--- src/design/lbp_pkg.sv ---
// package: constants and types of the logic block slice pair
package lbp_pkg;
    localparam int N_SLICE   = 2;
    localparam int N_CELL    = 4;
    localparam int N_DRV     = 2;
    localparam int LUT_IN_W  = 4;
    localparam int LUT_DEPTH = 16;
    localparam int ADDR_W    = 3;
    localparam int DATA_W    = 16;

    // register map (word addresses on the plain register port)
    localparam logic [ADDR_W-1:0] ADDR_LUT0 = 3'h0;
    localparam logic [ADDR_W-1:0] ADDR_CFG0 = 3'h4;
    localparam logic [ADDR_W-1:0] ADDR_CFG1 = 3'h5;
    localparam logic [ADDR_W-1:0] ADDR_MISC = 3'h6;
    localparam logic [ADDR_W-1:0] ADDR_STAT = 3'h7;

    // slice configuration fields
    localparam int CFG_MODE_LSB = 0;
    localparam int CFG_COMB_LSB = 4;
    localparam int CFG_LATCH    = 6;
    localparam int CFG_BYP_LSB  = 7;
    localparam int CFG_INIT_LSB = 9;
    localparam int CFG_ASYNC    = 11;
    localparam int CFG_INV_CLK  = 12;
    localparam int CFG_INV_CE   = 13;
    localparam int CFG_INV_INIT = 14;
    localparam int CFG_INV_OPP  = 15;
    localparam int STAT_BUS     = 4;

    localparam logic [DATA_W-1:0]    CFG_RST  = 16'h0000;
    localparam logic [LUT_DEPTH-1:0] LUT_RST  = 16'h0000;
    localparam logic [N_SLICE-1:0]   MISC_RST = 2'h0;

    typedef enum logic [1:0] {
        LUT_LOGIC = 2'h0,
        LUT_RAM   = 2'h1,
        LUT_SHIFT = 2'h2
    } lbp_lut_mode_e;

    typedef enum logic [1:0] {
        COMB_NONE = 2'h0,
        COMB_16X2 = 2'h1,
        COMB_32X1 = 2'h2,
        COMB_DUAL = 2'h3
    } lbp_comb_e;
endpackage

--- src/design/lbp_block.sv ---
// logic block with two slices of two logic cells each
`timescale 1ns/1ps

// Summary of operation
// [RULE_01] cell: table, carry, storage element
// [RULE_02] four cells in two slices
// [RULE_03] table is logic or 16x1 RAM
// [RULE_04] slice RAM: 16x2, 32x1, dual port
// [RULE_05] table works as 16-bit shift register
// [RULE_06] storage element: flip-flop or latch
// [RULE_07] data input: table or bypass input
// [RULE_08] init force loads configured value
// [RULE_09] opposite force loads its complement
// [RULE_10] forces synchronous, optionally asynchronous
// [RULE_11] clock, enable, forces invertible, slice-shared
// [RULE_12] five-input mux picks slice table output
// [RULE_13] six-input mux picks five-input output
// [RULE_14] four direct feedthrough paths
// [RULE_15] one carry chain per slice
// [RULE_16] XOR sum and AND partial product
// [RULE_17] carry path cascades wide logic
// [RULE_18] two bus drivers, own data, enable
// [RULE_19] driver drives only while enable low
// [RULE_20] undriven bus net reads high
// [RULE_21] conflicting drivers resolve to low
// [RULE_22] flip-flop holds while enable inactive
module lbp_block (
    input  wire logic                                      REF_CLK,
    input  wire logic                                      RESETN,
    input  wire logic [lbp_pkg::ADDR_W-1:0]                REG_ADDR,
    input  wire logic [lbp_pkg::DATA_W-1:0]                REG_WDATA,
    input  wire logic                                      REG_WR,
    input  wire logic                                      REG_RD,
    output logic      [lbp_pkg::DATA_W-1:0]                REG_RDATA,
    input  wire logic [lbp_pkg::N_CELL*lbp_pkg::LUT_IN_W-1:0] LUT_IN,
    input  wire logic [lbp_pkg::N_CELL-1:0]                BYPASS_IN,
    input  wire logic [lbp_pkg::N_SLICE-1:0]               SLICE_CLK,
    input  wire logic [lbp_pkg::N_SLICE-1:0]               SLICE_CE,
    input  wire logic [lbp_pkg::N_SLICE-1:0]               INIT_FORCE,
    input  wire logic [lbp_pkg::N_SLICE-1:0]               OPPOSITE_FORCE,
    input  wire logic [lbp_pkg::N_SLICE-1:0]               RAM_WE,
    input  wire logic [lbp_pkg::N_CELL-1:0]                RAM_WD,
    input  wire logic [lbp_pkg::N_SLICE-1:0]               CARRY_IN,
    input  wire logic [lbp_pkg::N_SLICE-1:0]               FIVE_SEL,
    input  wire logic                                      SIX_SEL,
    input  wire logic [lbp_pkg::N_CELL-1:0]                FEED_IN,
    input  wire logic [lbp_pkg::N_DRV-1:0]                 BUS_DATA,
    input  wire logic [lbp_pkg::N_DRV-1:0]                 BUS_EN_N,
    input  wire logic                                      BUS_IN,
    output logic      [lbp_pkg::N_CELL-1:0]                LUT_OUT,
    output logic      [lbp_pkg::N_CELL-1:0]                Q_OUT,
    output logic      [lbp_pkg::N_CELL-1:0]                SUM_OUT,
    output logic      [lbp_pkg::N_SLICE-1:0]               CARRY_OUT,
    output logic      [lbp_pkg::N_SLICE-1:0]               FIVE_OUT,
    output logic                                           SIX_OUT,
    output logic      [lbp_pkg::N_CELL-1:0]                FEED_OUT,
    output logic                                           BUS_OUT
);
    import lbp_pkg::*;

    logic [LUT_DEPTH-1:0] table_ff [N_CELL];
    logic [DATA_W-1:0]    cfg_ff   [N_SLICE];
    logic [N_SLICE-1:0]   misc_ff;
    logic [DATA_W-1:0]    rdata_ff;
    logic [DATA_W-1:0]    nxt_rdata;
    logic [N_SLICE-1:0]   clk_prev_ff;
    logic [N_CELL-1:0]    q_ff;
    logic [N_CELL-1:0]    lut_out_ff;
    logic [N_CELL-1:0]    sum_ff;
    logic [N_SLICE-1:0]   cout_ff;
    logic [N_SLICE-1:0]   five_ff;
    logic                 six_ff;
    logic [N_CELL-1:0]    feed_ff;
    logic                 bus_ff;

    logic [N_SLICE-1:0]   clk_lvl;
    logic [N_SLICE-1:0]   clk_edge;
    logic [N_SLICE-1:0]   ce_act;
    logic [N_SLICE-1:0]   init_act;
    logic [N_SLICE-1:0]   opp_act;
    logic [N_SLICE-1:0]   async_en;
    logic [N_SLICE-1:0]   latch_en;
    logic [N_SLICE-1:0]   upd;
    logic [N_SLICE-1:0]   five;
    lbp_comb_e            comb     [N_SLICE];

    logic [LUT_IN_W-1:0]  ra       [N_CELL];
    logic [LUT_IN_W-1:0]  wa       [N_CELL];
    logic [N_CELL-1:0]    lut_val;
    logic [N_CELL-1:0]    wd;
    logic [N_CELL-1:0]    we;
    logic [N_CELL-1:0]    sh_en;
    logic [N_CELL-1:0]    d;
    logic [N_CELL-1:0]    initv;
    logic [N_CELL-1:0]    ci;
    logic [N_CELL-1:0]    co;
    logic [N_CELL-1:0]    di;
    logic [N_DRV-1:0]     drv;

    // configuration registers
    always_ff @(posedge REF_CLK or negedge RESETN) begin
        if (!RESETN) begin
            cfg_ff[0] <= CFG_RST;
            cfg_ff[1] <= CFG_RST;
            misc_ff   <= MISC_RST;
        end else if (REG_WR) begin
            if (REG_ADDR == ADDR_CFG0) begin
                cfg_ff[0] <= REG_WDATA;
            end
            if (REG_ADDR == ADDR_CFG1) begin
                cfg_ff[1] <= REG_WDATA;
            end
            if (REG_ADDR == ADDR_MISC) begin
                misc_ff <= REG_WDATA[N_SLICE-1:0];
            end
        end
    end

    always_comb begin
        nxt_rdata = '0;
        case (REG_ADDR)
            ADDR_CFG0: nxt_rdata = cfg_ff[0];
            ADDR_CFG1: nxt_rdata = cfg_ff[1];
            ADDR_MISC: nxt_rdata[N_SLICE-1:0] = misc_ff;
            ADDR_STAT: begin
                nxt_rdata[N_CELL-1:0] = q_ff;
                nxt_rdata[STAT_BUS]   = bus_ff;
            end
            default:   nxt_rdata = table_ff[REG_ADDR[1:0]];
        endcase
    end

    // read data stands for the one cycle after the strobe
    always_ff @(posedge REF_CLK or negedge RESETN) begin
        if (!RESETN) begin
            rdata_ff <= '0;
        end else if (REG_RD) begin
            rdata_ff <= nxt_rdata;
        end else begin
            rdata_ff <= '0;
        end
    end

    // slice controls, shared by both cells of the slice
    for (genvar s = 0; s < N_SLICE; s++) begin : g_slice
        assign clk_lvl[s]  = SLICE_CLK[s] ^ cfg_ff[s][CFG_INV_CLK];          // RULE_11
        assign ce_act[s]   = SLICE_CE[s] ^ cfg_ff[s][CFG_INV_CE];            // RULE_11
        assign init_act[s] = INIT_FORCE[s] ^ cfg_ff[s][CFG_INV_INIT];        // RULE_11
        assign opp_act[s]  = OPPOSITE_FORCE[s] ^ cfg_ff[s][CFG_INV_OPP];     // RULE_11
        assign async_en[s] = cfg_ff[s][CFG_ASYNC];
        assign latch_en[s] = cfg_ff[s][CFG_LATCH];
        assign comb[s]     = lbp_comb_e'(cfg_ff[s][CFG_COMB_LSB +: 2]);
        assign clk_edge[s] = clk_lvl[s] & ~clk_prev_ff[s];
        assign upd[s]      = latch_en[s] ? clk_lvl[s] : clk_edge[s];         // RULE_06
        assign five[s]     = FIVE_SEL[s] ? lut_val[2*s+1] : lut_val[2*s];    // RULE_12
    end

    always_ff @(posedge REF_CLK or negedge RESETN) begin
        if (!RESETN) begin
            clk_prev_ff <= '0;
        end else begin
            clk_prev_ff <= clk_lvl;
        end
    end

    // four logic cells, two per slice
    for (genvar c = 0; c < N_CELL; c++) begin : g_cell                      // RULE_02
        localparam int S = c / 2;
        localparam int K = c % 2;
        lbp_lut_mode_e mode;
        logic          is_ram;
        logic          shr;

        assign mode   = lbp_lut_mode_e'(cfg_ff[S][CFG_MODE_LSB+2*K +: 2]);
        assign is_ram = (mode == LUT_RAM) || (comb[S] != COMB_NONE);         // RULE_03
        assign shr    = (K == 1) && (comb[S] == COMB_DUAL || comb[S] == COMB_32X1);
        // 16x2 and dual-port RAMs write both tables, 32x1 the FIVE_SEL table, at the first table's inputs; 16x2 and 32x1 also read there
        assign wa[c]  = (K == 1 && comb[S] == COMB_NONE) ?                   // RULE_04
                        LUT_IN[LUT_IN_W*c +: LUT_IN_W] : LUT_IN[LUT_IN_W*2*S +: LUT_IN_W];
        assign ra[c]  = (K == 1 && (comb[S] == COMB_16X2 || comb[S] == COMB_32X1)) ?
                        LUT_IN[LUT_IN_W*2*S +: LUT_IN_W] : LUT_IN[LUT_IN_W*c +: LUT_IN_W];
        assign wd[c]  = shr ? RAM_WD[2*S] : RAM_WD[c];                        // RULE_04
        assign we[c]  = RAM_WE[S] && clk_edge[S] && is_ram &&
                        (comb[S] != COMB_32X1 || FIVE_SEL[S] == 1'(K));      // RULE_04
        assign sh_en[c] = RAM_WE[S] && clk_edge[S] && !is_ram && mode == LUT_SHIFT;
        assign lut_val[c] = table_ff[c][ra[c]];                              // RULE_01
        assign d[c]     = cfg_ff[S][CFG_BYP_LSB+K] ? BYPASS_IN[c] : lut_val[c]; // RULE_07
        assign initv[c] = cfg_ff[S][CFG_INIT_LSB+K];

        // carry: propagate on table output, else take the AND term or bypass
        assign di[c] = misc_ff[S] ? BYPASS_IN[c] :
                       (LUT_IN[LUT_IN_W*c] & LUT_IN[LUT_IN_W*c+1]);          // RULE_16
        assign co[c] = lut_val[c] ? ci[c] : di[c];                           // RULE_15 RULE_17
        if (K == 0) begin : g_ci0
            assign ci[c] = CARRY_IN[S];
        end else begin : g_ci1
            assign ci[c] = co[c-1];                                          // RULE_15
        end

        // table storage: software load, shift, or synchronous RAM write
        always_ff @(posedge REF_CLK or negedge RESETN) begin
            if (!RESETN) begin
                table_ff[c] <= LUT_RST;
            end else if (REG_WR && REG_ADDR == ADDR_LUT0 + 3'(c)) begin
                table_ff[c] <= REG_WDATA;
            end else if (sh_en[c]) begin
                table_ff[c] <= {table_ff[c][LUT_DEPTH-2:0], wd[c]};         // RULE_05
            end else if (we[c]) begin
                table_ff[c][wa[c]] <= wd[c];                                 // RULE_03
            end
        end

        // storage element
        always_ff @(posedge REF_CLK or negedge RESETN) begin
            if (!RESETN) begin
                q_ff[c] <= 1'b0;
            end else if (async_en[S] && init_act[S]) begin
                q_ff[c] <= initv[c];                                         // RULE_08 RULE_10
            end else if (async_en[S] && opp_act[S]) begin
                q_ff[c] <= ~initv[c];                                        // RULE_09 RULE_10
            end else if (upd[S]) begin
                if (init_act[S]) begin
                    q_ff[c] <= initv[c];                                     // RULE_08
                end else if (opp_act[S]) begin
                    q_ff[c] <= ~initv[c];                                    // RULE_09
                end else if (ce_act[S]) begin
                    q_ff[c] <= d[c];                                         // RULE_06 RULE_22
                end
            end
        end

    end

    // bus drivers: enable active low, wired so that any low wins
    for (genvar i = 0; i < N_DRV; i++) begin : g_drv                         // RULE_18
        assign drv[i] = BUS_EN_N[i] ? 1'b1 : BUS_DATA[i];                    // RULE_19 RULE_20
    end

    // registered block outputs
    always_ff @(posedge REF_CLK or negedge RESETN) begin
        if (!RESETN) begin
            lut_out_ff <= '0;
            sum_ff     <= '0;
            cout_ff    <= '0;
            five_ff    <= '0;
            six_ff     <= 1'b0;
            feed_ff    <= '0;
            bus_ff     <= 1'b1;
        end else begin
            lut_out_ff <= lut_val;                                           // RULE_01
            sum_ff     <= lut_val ^ ci;                                      // RULE_16
            cout_ff    <= {co[3], co[1]};                                    // RULE_15
            five_ff    <= five;                                              // RULE_12
            six_ff     <= SIX_SEL ? five[1] : five[0];                       // RULE_13
            feed_ff    <= FEED_IN;                                           // RULE_14
            bus_ff     <= &drv & BUS_IN;                                     // RULE_20 RULE_21
        end
    end

    assign REG_RDATA = rdata_ff;
    assign LUT_OUT   = lut_out_ff;
    assign Q_OUT     = q_ff;
    assign SUM_OUT   = sum_ff;
    assign CARRY_OUT = cout_ff;
    assign FIVE_OUT  = five_ff;
    assign SIX_OUT   = six_ff;
    assign FEED_OUT  = feed_ff;
    assign BUS_OUT   = bus_ff;
endmodule

--- config.mk ---
export PLATFORM = sky130hd
export DESIGN_NAME = lbp_block
export DESIGN_NICKNAME = d
export VERILOG_FILES = /design/src/design/lbp_pkg.sv /design/src/design/lbp_block.sv
export SDC_FILE = /design/constraint.sdc
export NUM_CORES = 1
export LEC_CHECK = 0
export BUFFER_PORTS_ARGS = -buffer_cell sky130_fd_sc_hd__buf_2
export CELL_PAD_IN_SITES_DETAIL_PLACEMENT = 0
export CELL_PAD_IN_SITES_GLOBAL_PLACEMENT = 2
export CORE_ASPECT_RATIO = 1.4
export CORE_MARGIN = 2
export CORE_UTILIZATION = 26
export CTS_CLUSTER_SIZE = 40
export DETAILED_ROUTE_END_ITERATION = 12
export GPL_ROUTABILITY_DRIVEN = 1
export GPL_TIMING_DRIVEN = 0
export PLACE_DENSITY = 0.67
export SYNTH_ARGS = -nofsm -noshare
export SYNTH_HDL_FRONTEND = slang
export SYNTH_SLANG_ARGS = --single-unit
--- constraint.sdc ---
create_clock -name REF_CLK -period 6.9 [get_ports REF_CLK]
set_clock_uncertainty 0.15 [all_clocks]
set_input_delay 1.38 -clock REF_CLK [delete_from_list [all_inputs] [get_ports REF_CLK]]
set_output_delay 1.38 -clock REF_CLK [all_outputs]
set_load 0.01 [all_outputs]
==> flow_metrics.env, run 1 <==
export IMPL_cts_clk_slew_worst_paths_ps=70
export IMPL_synth_area_leaders="dfrtp_1, mux4_2, mux2_2"
export IMPL_antennaDiodeCount=0
export IMPL_syn_instance_count=904
export IMPL_critPathLaunchType="primary input"
export IMPL_cts_tree="yes"
export IMPL_critPathRequiredTime_ps=7090
export IMPL_fin_util=0.315
export IMPL_drv_cap=0
export IMPL_syn_area_um2=8840
export IMPL_clockBufferDepth=2
export IMPL_place_congestion=0.874
export IMPL_wl_per_cell_um=25.4
export IMPL_power_switching_mw=1.21
export IMPL_fin_crit_sh=0.509
export IMPL_arrival_ps=3700
export IMPL_max_freq_ghz=0.285
export IMPL_worstHoldPathType="reg2reg"
export IMPL_ant_nets=0
export IMPL_ys_seq_area_frac=0.391
export IMPL_critical_path_cell_chain="buf_2, mux2i_1, mux4_2, nand2_1, nand4_2, mux2_2, a211o_1"
export IMPL_clk_latency_ps=450
export IMPL_p_sw_frac=0.377
export IMPL_async_flop_share=1.00
export IMPL_num_nets_final=1103
export IMPL_post_synth_top_count_cell="dfrtp_1"
export IMPL_grt_pass1_wl_mm=55.6
export IMPL_ys_warn_count=0
export IMPL_worst_slew_pin_slew_ps=1130
export IMPL_vdd_drop_max_mv=0.157
export IMPL_antenna_found_initial=0
export IMPL_cts_resized_gates=0
export IMPL_path_max_fanout=6
export IMPL_die_w_um=160
export IMPL_dieArea_um2=35500
export IMPL_cts_htree_levels=4
export IMPL_min_period_ps=3510
export IMPL_hold_viol=0
export IMPL_drt_total_wl_mm=37.7
export IMPL_drv_slew=0
export IMPL_synth_area_leader_cell="dfrtp_1"
export IMPL_first_pass_iters=5
export IMPL_cts_buffers=17
export IMPL_synth_edff_count=0
export IMPL_tns_ps=0
export IMPL_status="completed"
export IMPL_syn_nets=981
export IMPL_p_per_area_nw_per_um2=305
export IMPL_clock_sinks=138
export IMPL_io_pins=109
export IMPL_relSlewSlack=0.240
export IMPL_drt_iter0_drc=713
export IMPL_first_global_vias=8371
export IMPL_cpPeakStageDelay_ps=600
export IMPL_grt_start_max_net_pins=77
export IMPL_ys_ff_latch=138
export IMPL_syn_avg_cell_area_um2=9.78
export IMPL_clockPowerShare=0.297
export IMPL_p_leak_nw=4.28
export IMPL_synth_ff_type="dfrtp_1"
export IMPL_post_cts_setup_buffer_count=0
export IMPL_cts_hold_buf=0
export IMPL_viasPerCell=5.64
export IMPL_coreArea_um2=33400
export IMPL_grt_usage=0.213
export IMPL_hpwl_mm=28.5
export IMPL_rsz0062_at_grt="false"
export IMPL_overflow=0
export IMPL_io_buffers=102
export IMPL_end_kind="register"
export IMPL_syn2layout_area_growth_pct=19.2
export IMPL_comb_power_share=0.304
export IMPL_hold_ws_ps=402
export IMPL_synth_cell_types=58
export IMPL_synth_common_cells="dfrtp_1, nor2_1, a21oi_1, a22oi_1"
export IMPL_critPathSlowestCell="mux4_2"
export IMPL_drc=0
export IMPL_intPower_mw=2.00
export IMPL_layout_drive_gt1_share=0.237
export IMPL_start_util=0.265
export IMPL_synth_top_area_frac=0.388
export IMPL_die_h_um=222
export IMPL_seq_power_share=0.399
export IMPL_setup_viol=0
export IMPL_cts_root_buffer="clkbuf_16"
export IMPL_rows=79
export IMPL_vias=8367
export IMPL_critPathKind="in2reg"
[kinds of logic after synthesis]
group	Yosys count	synth area share
adder cells (fa/ha/maj)	6	0.00849
buffers and inverters	89	0.0403
AND/OR/NAND/NOR	233	0.132
XOR/XNOR	14	0.0139
flip-flops	138	0.391
AO/OA/AOI/OAI	320	0.241
multiplexers	104	0.174
[state kept, by name, summed over array words and instances (netlist names)]
| signal | flops |
|---|---|
| FIVE_OUT | 2 |
| SUM_OUT | 4 |
| table_ff | 64 |
| clk_prev_ff | 2 |
| CARRY_OUT | 2 |
| cfg_ff | 30 |
| Q_OUT | 4 |
| async_en | 2 |
| REG_RDATA | 16 |
| BUS_OUT | 1 |
| LUT_OUT | 4 |
| SIX_OUT | 1 |
| misc_ff | 2 |
| FEED_OUT | 4 |
[placed cells by master, fill, tap and decap left out, types with 8 or more instances in the layout]
cell type | Yosys | routed
a21oi_1 | 63 | 63
a221oi_1 | 32 | 32
a22oi_1 | 59 | 59
a31oi_1 | 16 | 16
and2_1 | 12 | 12
buf_2 | 12 | 113
clkbuf_1 | 45 | 46
clkbuf_16 | 0 | 17
dfrtp_1 | 137 | 137
inv_1 | 28 | 28
mux2_2 | 44 | 44
mux2i_1 | 22 | 22
mux4_2 | 34 | 34
nand2_1 | 42 | 42
nand2b_1 | 18 | 18
nand3_1 | 11 | 11
nor2_1 | 84 | 84
nor2b_1 | 11 | 11
nor3_1 | 15 | 15
o211ai_1 | 26 | 26
o21ai_0 | 45 | 45
o21ai_1 | 11 | 11
o22ai_1 | 18 | 18
o31ai_1 | 28 | 28
or2_2 | 10 | 10
xnor2_1 | 8 | 8
[power groups by stage]
stage               Clock [mW]  Sequential (mW)  Combinational [mW]
floorplan                    0             1.18               0.631
global placement             0             1.28               0.971
detailed placement           0             1.28               0.977
CTS                      0.971             1.27               0.982
global route              1.01             1.29                1.06
finish                   0.953             1.28               0.977
[layer usage]
| layer | vias up | routed length, µm | global-route usage |
|---|---|---|---|
| met5 | - | 0 | 0 |
| met4 | 0 | 2100 | 0.112 |
| met3 | 92 | 2250 | 0.0353 |
| met2 | 393 | 18800 | 0.366 |
| met1 | 4164 | 14500 | 0.254 |
| li1 | 3718 | - | - |
[path summary, 6_finish.rpt]
kind	slack [ps]	from	cells past startpoint	to
hold reg to reg	400	async_en[1]	1	async_en[1]
max in group asynchronous	5000	RESETN	2	table_ff[34]
setup reg to reg	3490	cfg_ff[5]	9	SIX_OUT
hold / removal	400	async_en[1]	1	async_en[1]
min in group asynchronous	750	RESETN	1	LUT_OUT[3]
setup / recovery	3390	LUT_IN[9]	7	SIX_OUT
[per-stage QoR]
step	power [mW]	area [µm²]	setup slack, ps	std cells
after CTS	3.22	10500	3350	1484
after global routing	3.36	10500	3220	1484
after global placement	2.25	9910	2060	1451
after floorplan	1.81	8840	3380	904
after detailed placement	2.26	9940	2880	1452
final	3.21	10500	3390	1484
[layout make-up]
type	instances	area, µm²
timing repair buffer	103	544
fill	3594	22900
inverter	29	109
clock inverter	12	140
buffer	60	248
sequential	138	3450
clock buffer	20	457
tap	445	557
multi-input combinational	677	5030
[critical path: cells and delay by family]
family	cells	cell delay, ps
mux	3	1460
simple gates	2	380
buf+inv	1	170
compound gates	1	300
Power figures use the tool's default switching activity.
==> run 2, diff against run 1 <==
--- a/config.mk
+++ b/config.mk
@@ -5,6 +5,7 @@
 export SDC_FILE = /design/constraint.sdc
 export NUM_CORES = 1
 export LEC_CHECK = 0
+export ABC_AREA = 1
 export BUFFER_PORTS_ARGS = -buffer_cell sky130_fd_sc_hd__buf_2
 export CELL_PAD_IN_SITES_DETAIL_PLACEMENT = 0
 export CELL_PAD_IN_SITES_GLOBAL_PLACEMENT = 2
@@ -15,7 +16,7 @@
 export DETAILED_ROUTE_END_ITERATION = 12
 export GPL_ROUTABILITY_DRIVEN = 1
 export GPL_TIMING_DRIVEN = 0
-export PLACE_DENSITY = 0.67
+export PLACE_DENSITY = 0.76
 export SYNTH_ARGS = -nofsm -noshare
 export SYNTH_HDL_FRONTEND = slang
 export SYNTH_SLANG_ARGS = --single-unit
==> constraint.sdc (replaced) <==
create_clock -name REF_CLK -period 3.01 [get_ports REF_CLK]
set_clock_uncertainty 0.15 [all_clocks]
set_input_delay 0.602 -clock REF_CLK [delete_from_list [all_inputs] [get_ports REF_CLK]]
set_output_delay 0.602 -clock REF_CLK [all_outputs]
set_load 0.01 [all_outputs]
==> flow_metrics.env, run 2 <==
export IMPL_synth_xor_area_frac=0.00737
export IMPL_vias=9782
export IMPL_path_max_fanout=9
export IMPL_status="completed"
export IMPL_grt_pass1_wl_mm=60.7
export IMPL_critPathLaunchType="register"
export IMPL_hpwl_mm=32.2
export IMPL_die_w_um=164
export IMPL_antennaDiodeCount=0
export IMPL_synth_area_mux_share=0.00214
export IMPL_critical_path_cell_chain="inv_1, ha_1, buf_2, inv_1, nand2_2, nand2_2, o21ai_1, nand2_1, nand3_1, nand3_1, nand2_2, nand2_1, o21ai_1, nand2_1, nand2_1"
export IMPL_cts_root_buffer="clkbuf_16"
export IMPL_synth_area_leader_cell="dfrtp_1"
export IMPL_cts_buffers=17
export IMPL_layout_common_cells="nand2_1, inv_1, o21ai_0"
export IMPL_p_leak_nw=5.26
export IMPL_critPathSlowestCell="dfrtp_1"
export IMPL_start_util=0.262
export IMPL_cpPeakStageDelay_ps=440
export IMPL_reg2reg_slack_ps=270
export IMPL_ys_warn_count=0
export IMPL_syn_avg_cell_area_um2=6.78
export IMPL_relSlewSlack=0.462
export IMPL_dieArea_um2=37500
export IMPL_top_register="table_ff"
export IMPL_first_global_vias=9429
export IMPL_ant_nets=0
export IMPL_cts_tree="yes"
export IMPL_worst_slew_pin_slew_ps=798
export IMPL_worstHoldPathType="in2async"
export IMPL_rsz0062_at_grt="false"
export IMPL_synthAdderAreaFrac=0.00804
export IMPL_drt_iter0_drc=815
export IMPL_layout_drive_gt1_share=0.147
export IMPL_place_congestion=0.903
export IMPL_fin_util=0.311
export IMPL_r2r_end="SIX_OUT"
export IMPL_cts_htree_levels=4
export IMPL_arrival_ps=2980
export IMPL_setup_viol=0
export IMPL_viasPerCell=4.95
export IMPL_fin_area_um2=11100
export IMPL_drc=0
export IMPL_synth_area_leaders="dfrtp_1, nand2_1, o21ai_0"
export IMPL_placed_cell_area_um2=10500
export IMPL_place_inst=1944
export IMPL_first_pass_iters=6
export IMPL_synth_ff_type="dfrtp_1"
export IMPL_tns_ps=0
export IMPL_synth_top_family_by_area="simple AND/OR/NAND/NOR gates"
export IMPL_synth_edff_count=0
export IMPL_p_per_area_nw_per_um2=671
export IMPL_antenna_found_initial=0
export IMPL_instances_no_fill=1975
export IMPL_ys_ff_latch=138
export IMPL_syn_nets=1453
export IMPL_grt_start_max_net_pins=78
export IMPL_synth_cell_types=45
export IMPL_syn2layout_area_growth_pct=18.5
export IMPL_largest_reg_flops=64
export IMPL_vdd_drop_max_mv=0.240
export IMPL_cp_common_cell="nand2_1"
export IMPL_layout_commonest_cell="nand2_1"
export IMPL_ys_seq_area_frac=0.370
export IMPL_min_period_ps=2740
export IMPL_overflow=0
export IMPL_cts_clk_slew_worst_paths_ps=60
export IMPL_synth_top_area_frac=0.367
export IMPL_startpoint="cfg_ff[5]"
export IMPL_max_freq_ghz=0.364
export IMPL_clock_sinks=138
export IMPL_rows=82
export IMPL_wl_per_cell_um=20.9
export IMPL_num_nets_final=1578
export IMPL_syn_area_um2=9330
export IMPL_p_total_mw=7.42
export IMPL_die_h_um=228
export IMPL_synth_common_cells="nand2_1, inv_1, o21ai_0, nor2_1, dfrtp_1"
export IMPL_yosys_area_share_simple=0.296
export IMPL_async_flop_share=1.00
export IMPL_drv_cap=0
export IMPL_io_pins=109
export IMPL_critPathRequiredTime_ps=3250
export IMPL_hold_viol=0
export IMPL_syn_instance_count=1376
export IMPL_drv_slew=0
export IMPL_io_buffers=105
export IMPL_post_synth_top_count_cell="nand2_1"
export IMPL_critPathKind="reg2reg"
export IMPL_timing_rr_start="cfg_ff[5]"
export IMPL_clk_latency_ps=450
export IMPL_fin_crit_sh=0.912
export IMPL_grt_usage=0.222
export IMPL_drt_total_wl_mm=41.3
export IMPL_synth_compound_area_frac=0.215
export IMPL_nFillCells=3930
export IMPL_rr_worst_depth=15
export IMPL_clockBufferDepth=2
export IMPL_end_kind="register"
export IMPL_coreArea_um2=35600
## run 2: cell types whose count changed after synthesis, sizes merged, moves of 34 or more
cell	delta
nand2	+339
inv	+154
o21ai	+120
nor2	+84
nand3	+66
mux2	-46
a22oi	-41
mux4	-34
## run 2: stage by stage
step	hold slack, ps	setup WS (ps)
after CTS	80.3	168
after detailed placement	325	189
after global routing	92.8	8.12
final	47.0	266
after floorplan	156	931
after global placement	320	-1110
## run 2: area by class of cell
type                            instances  area [µm²]  area share
Buffer                                 47         245      0.0222
Sequential cell                       138        3450       0.312
Tap cell                              462         578      0.0523
Clock buffer                           20         437      0.0395
Multi-Input combinational cell       1006        4940       0.447
Timing Repair Buffer                  106         559      0.0506
Inverter                              185         699      0.0632
Clock inverter                         11         145      0.0131
## run 2: worst max-delay path: cells and delay by family, from the launching register on
kind | cells | cell delay, ps
AOI/OAI and AO/OA | 2 | 370
adders and majority gates | 1 | 310
and+or+nand+nor | 9 | 1080
DFF | 1 | 440
buffers and inverters | 3 | 330
## run 2: worst max path at each step
| stage | end | depth (start not counted) |
|---|---|---|
| 4_1_cts | SIX_OUT | 14 |
| 3_3_place_gp | SUM_OUT[2] | 1 |
| 5_1_grt | SIX_OUT | 15 |
| 2_1_floorplan | SIX_OUT | 14 |
| 6_report | SIX_OUT | 15 |
| 3_5_place_dp | SIX_OUT | 14 |
## run 2: cells by family (layout without fill, tap and decap cells)
group	after synthesis	in the layout
AO/OA/AOI/OAI	335	335
XOR/XNOR	7	7
flip-flops	138	138
multiplexers	2	2
buffers and inverters	232	369
adder cells (fa/ha/maj)	6	6
AND/OR/NAND/NOR	656	656
## run 2: timing repair
| item | in CTS | in global routing |
|---|---|---|
| resized for setup | 0 | 3 |
| endpoints found under the setup margin | 0 | 1 |
| setup buffers | 0 | 0 |
| hold buffers | 0 | 0 |
## run 2: per-layer routing
metal / up-vias / global-route usage / routed length [µm]
met1: 4665 / 0.270 / 16900
met3: 52 / 0.0298 / 1760
met5: - / 0 / 0
li1: 4764 / - / -
met2: 301 / 0.397 / 21400
met4: 0 / 0.0724 / 1240
## run 2: power breakdown
group / switching, mW / internal (mW)
logic: 1.77 / 0.777
clock network: 0.889 / 1.30
registers: 0.376 / 2.31
==> run 3, diff against run 2 <==
--- a/config.mk
+++ b/config.mk
@@ -11,12 +11,12 @@
 export CELL_PAD_IN_SITES_GLOBAL_PLACEMENT = 2
 export CORE_ASPECT_RATIO = 1.4
 export CORE_MARGIN = 2
-export CORE_UTILIZATION = 26
+export CORE_UTILIZATION = 30
 export CTS_CLUSTER_SIZE = 40
 export DETAILED_ROUTE_END_ITERATION = 12
 export GPL_ROUTABILITY_DRIVEN = 1
 export GPL_TIMING_DRIVEN = 0
-export PLACE_DENSITY = 0.76
+export PLACE_DENSITY = 0.84
 export SYNTH_ARGS = -nofsm -noshare
 export SYNTH_HDL_FRONTEND = slang
 export SYNTH_SLANG_ARGS = --single-unit
==> flow_metrics.env, run 3 (synthesis gave the netlist of run 2 again) <==
export IMPL_status="completed"
export IMPL_io_buffers=105
export IMPL_worstHoldPathType="in2async"
export IMPL_clockBufferDepth=2
export IMPL_critPathKind="reg2reg"
export IMPL_overflow=0
export IMPL_top_register="table_ff"
export IMPL_worst_slew_pin_slew_ps=661
export IMPL_critPathSlowestCell="dfrtp_1"
export IMPL_drv_cap=0
export IMPL_syn2layout_area_growth_pct=17.7
export IMPL_layout_commonest_cell="nand2_1"
export IMPL_critical_path_cell_chain="inv_1, ha_1, buf_2, nand2_1, nand2_2, o21ai_0, nand2_1, nand3_1, nand3_1, nand2_2, nand2_1, o21ai_0, nand2_1, nand2_1"
export IMPL_grt_usage=0.238
export IMPL_place_inst=1872
export IMPL_p_per_area_nw_per_um2=667
export IMPL_top_layer="met4"
export IMPL_drt_total_wl_mm=38.3
export IMPL_place_congestion=0.933
export IMPL_hold_viol=0
export IMPL_rsz0062_at_grt="false"
export IMPL_drc=0
export IMPL_drt_met1_wl_mm=15.7
export IMPL_first_global_vias=9438
export IMPL_rows=76
export IMPL_die_w_um=153
export IMPL_nFillCells=3434
export IMPL_critPathBufInv=2
export IMPL_arrival_ps=2990
export IMPL_hpwl_mm=30.3
export IMPL_setup_viol=0
export IMPL_layout_common_cells="nand2_1, inv_1, o21ai_0"
export IMPL_post_cts_setup_buffer_count=0
export IMPL_cts_clk_slew_worst_paths_ps=70
export IMPL_antennaDiodeCount=0
export IMPL_worstSetupPathDepth=14
export IMPL_rr_worst_depth=14
export IMPL_cts_htree_levels=4
export IMPL_place_worst_setup_slack_ps=238
export IMPL_cts_tree="yes"
export IMPL_drt_iter0_drc=705
export IMPL_layout_drive_gt1_share=0.149
export IMPL_tns_ps=0
export IMPL_viasPerCell=5.15
export IMPL_die_h_um=213
export IMPL_clock_sinks=138
export IMPL_first_pass_iters=5
export IMPL_cts_buffers=17
export IMPL_wl_per_cell_um=20.1
export IMPL_antenna_found_initial=0
export IMPL_num_nets_final=1578
export IMPL_max_freq_ghz=0.362
export IMPL_instances_no_fill=1904
export IMPL_min_period_ps=2760
export IMPL_grt_start_max_net_pins=74
export IMPL_end_kind="register"
export IMPL_fin_util=0.358
export IMPL_start_util=0.304
export IMPL_io_pins=109
export IMPL_critPathRequiredTime_ps=3240
export IMPL_ant_nets=0
export IMPL_cpPeakStageDelay_ps=400
export IMPL_hold_ws_ps=14.6
export IMPL_setup_ws_ps=250
export IMPL_path_max_fanout=9
export IMPL_coreArea_um2=30700
export IMPL_grt_pass1_wl_mm=57.8
export IMPL_cts_root_buffer="clkbuf_16"
export IMPL_largest_reg_flops=64
export IMPL_p_leak_nw=5.27
export IMPL_relSlewSlack=0.555
export IMPL_vias=9811
export IMPL_cp_common_cell="nand2_1"
export IMPL_met2WireLength_mm=19.1
export IMPL_critPathLaunchType="register"
export IMPL_route_met3_wl_mm=1.64
export IMPL_dieArea_um2=32600
export IMPL_vdd_drop_max_mv=0.314
export IMPL_clk_latency_ps=450
export IMPL_crit_family="simple AND/OR/NAND/NOR gates"
export IMPL_fin_crit_sh=0.917
export IMPL_drv_slew=0
==> run 3: layer usage <==
metal  vias up  track usage
met5         -            0
met4         0        0.115
met3        72       0.0311
met2       313        0.415
met1      4631        0.292
li1       4795            -
==> run 3: worst register-to-register path, stage by stage, from the launching register on <==
cell	delay, ps
dfrtp_1	400
inv_1	170
ha_1	260
buf_2	180
nand2_1	240
nand2_2	180
o21ai_0	180
nand2_1	60
nand3_1	80
nand3_1	250
nand2_2	210
nand2_1	60
o21ai_0	130
nand2_1	80
nand2_1	70
==> run 3: final timing paths <==
check / start / to / slack (ps)
min in group REF_CLK: FEED_IN[2] / FEED_OUT[2] / 110
min: RESETN / table_ff[14] / 10
min reg2reg: table_ff[35] / table_ff[35] / 340
max reg2reg: cfg_ff[20] / SIX_OUT / 250
max in group asynchronous: RESETN / BUS_OUT / 1820
max: cfg_ff[20] / SIX_OUT / 250
==> run 3: layout make-up <==
cell class / instances / area [µm²] / share of cell area
clock buffer: 17 / 425 / 0.0387
tap: 390 / 488 / 0.0444
timing repair buffer: 106 / 559 / 0.0509
buffer: 47 / 245 / 0.0223
clock inverter: 15 / 173 / 0.0157
inverter: 185 / 699 / 0.0637
sequential: 138 / 3450 / 0.315
multi-input combinational: 1006 / 4940 / 0.450
==> run 3: power by group <==
part,internal [mW],leakage (nW),switching [mW]
clock,1.12,0.292,1.03
combinational,0.774,3.22,1.73
sequential,2.30,1.76,0.364
==> run 3: through the flow <==
| step | power, mW | instance area, µm² |
|---|---|---|
| floorplan | 4.14 | 9330 |
| finish | 7.32 | 11000 |
| global route | 7.79 | 11000 |
| global placement | 5.18 | 10300 |
| CTS | 7.37 | 11000 |
| detailed placement | 5.20 | 10400 |
==> run 3: repair_timing <==
action                                  4_1_cts  5_1_grt
gates resized for setup                       0        2
hold endpoints to repair                      0        0
endpoints found under the setup margin        0        1
hold buffers                                  0        0
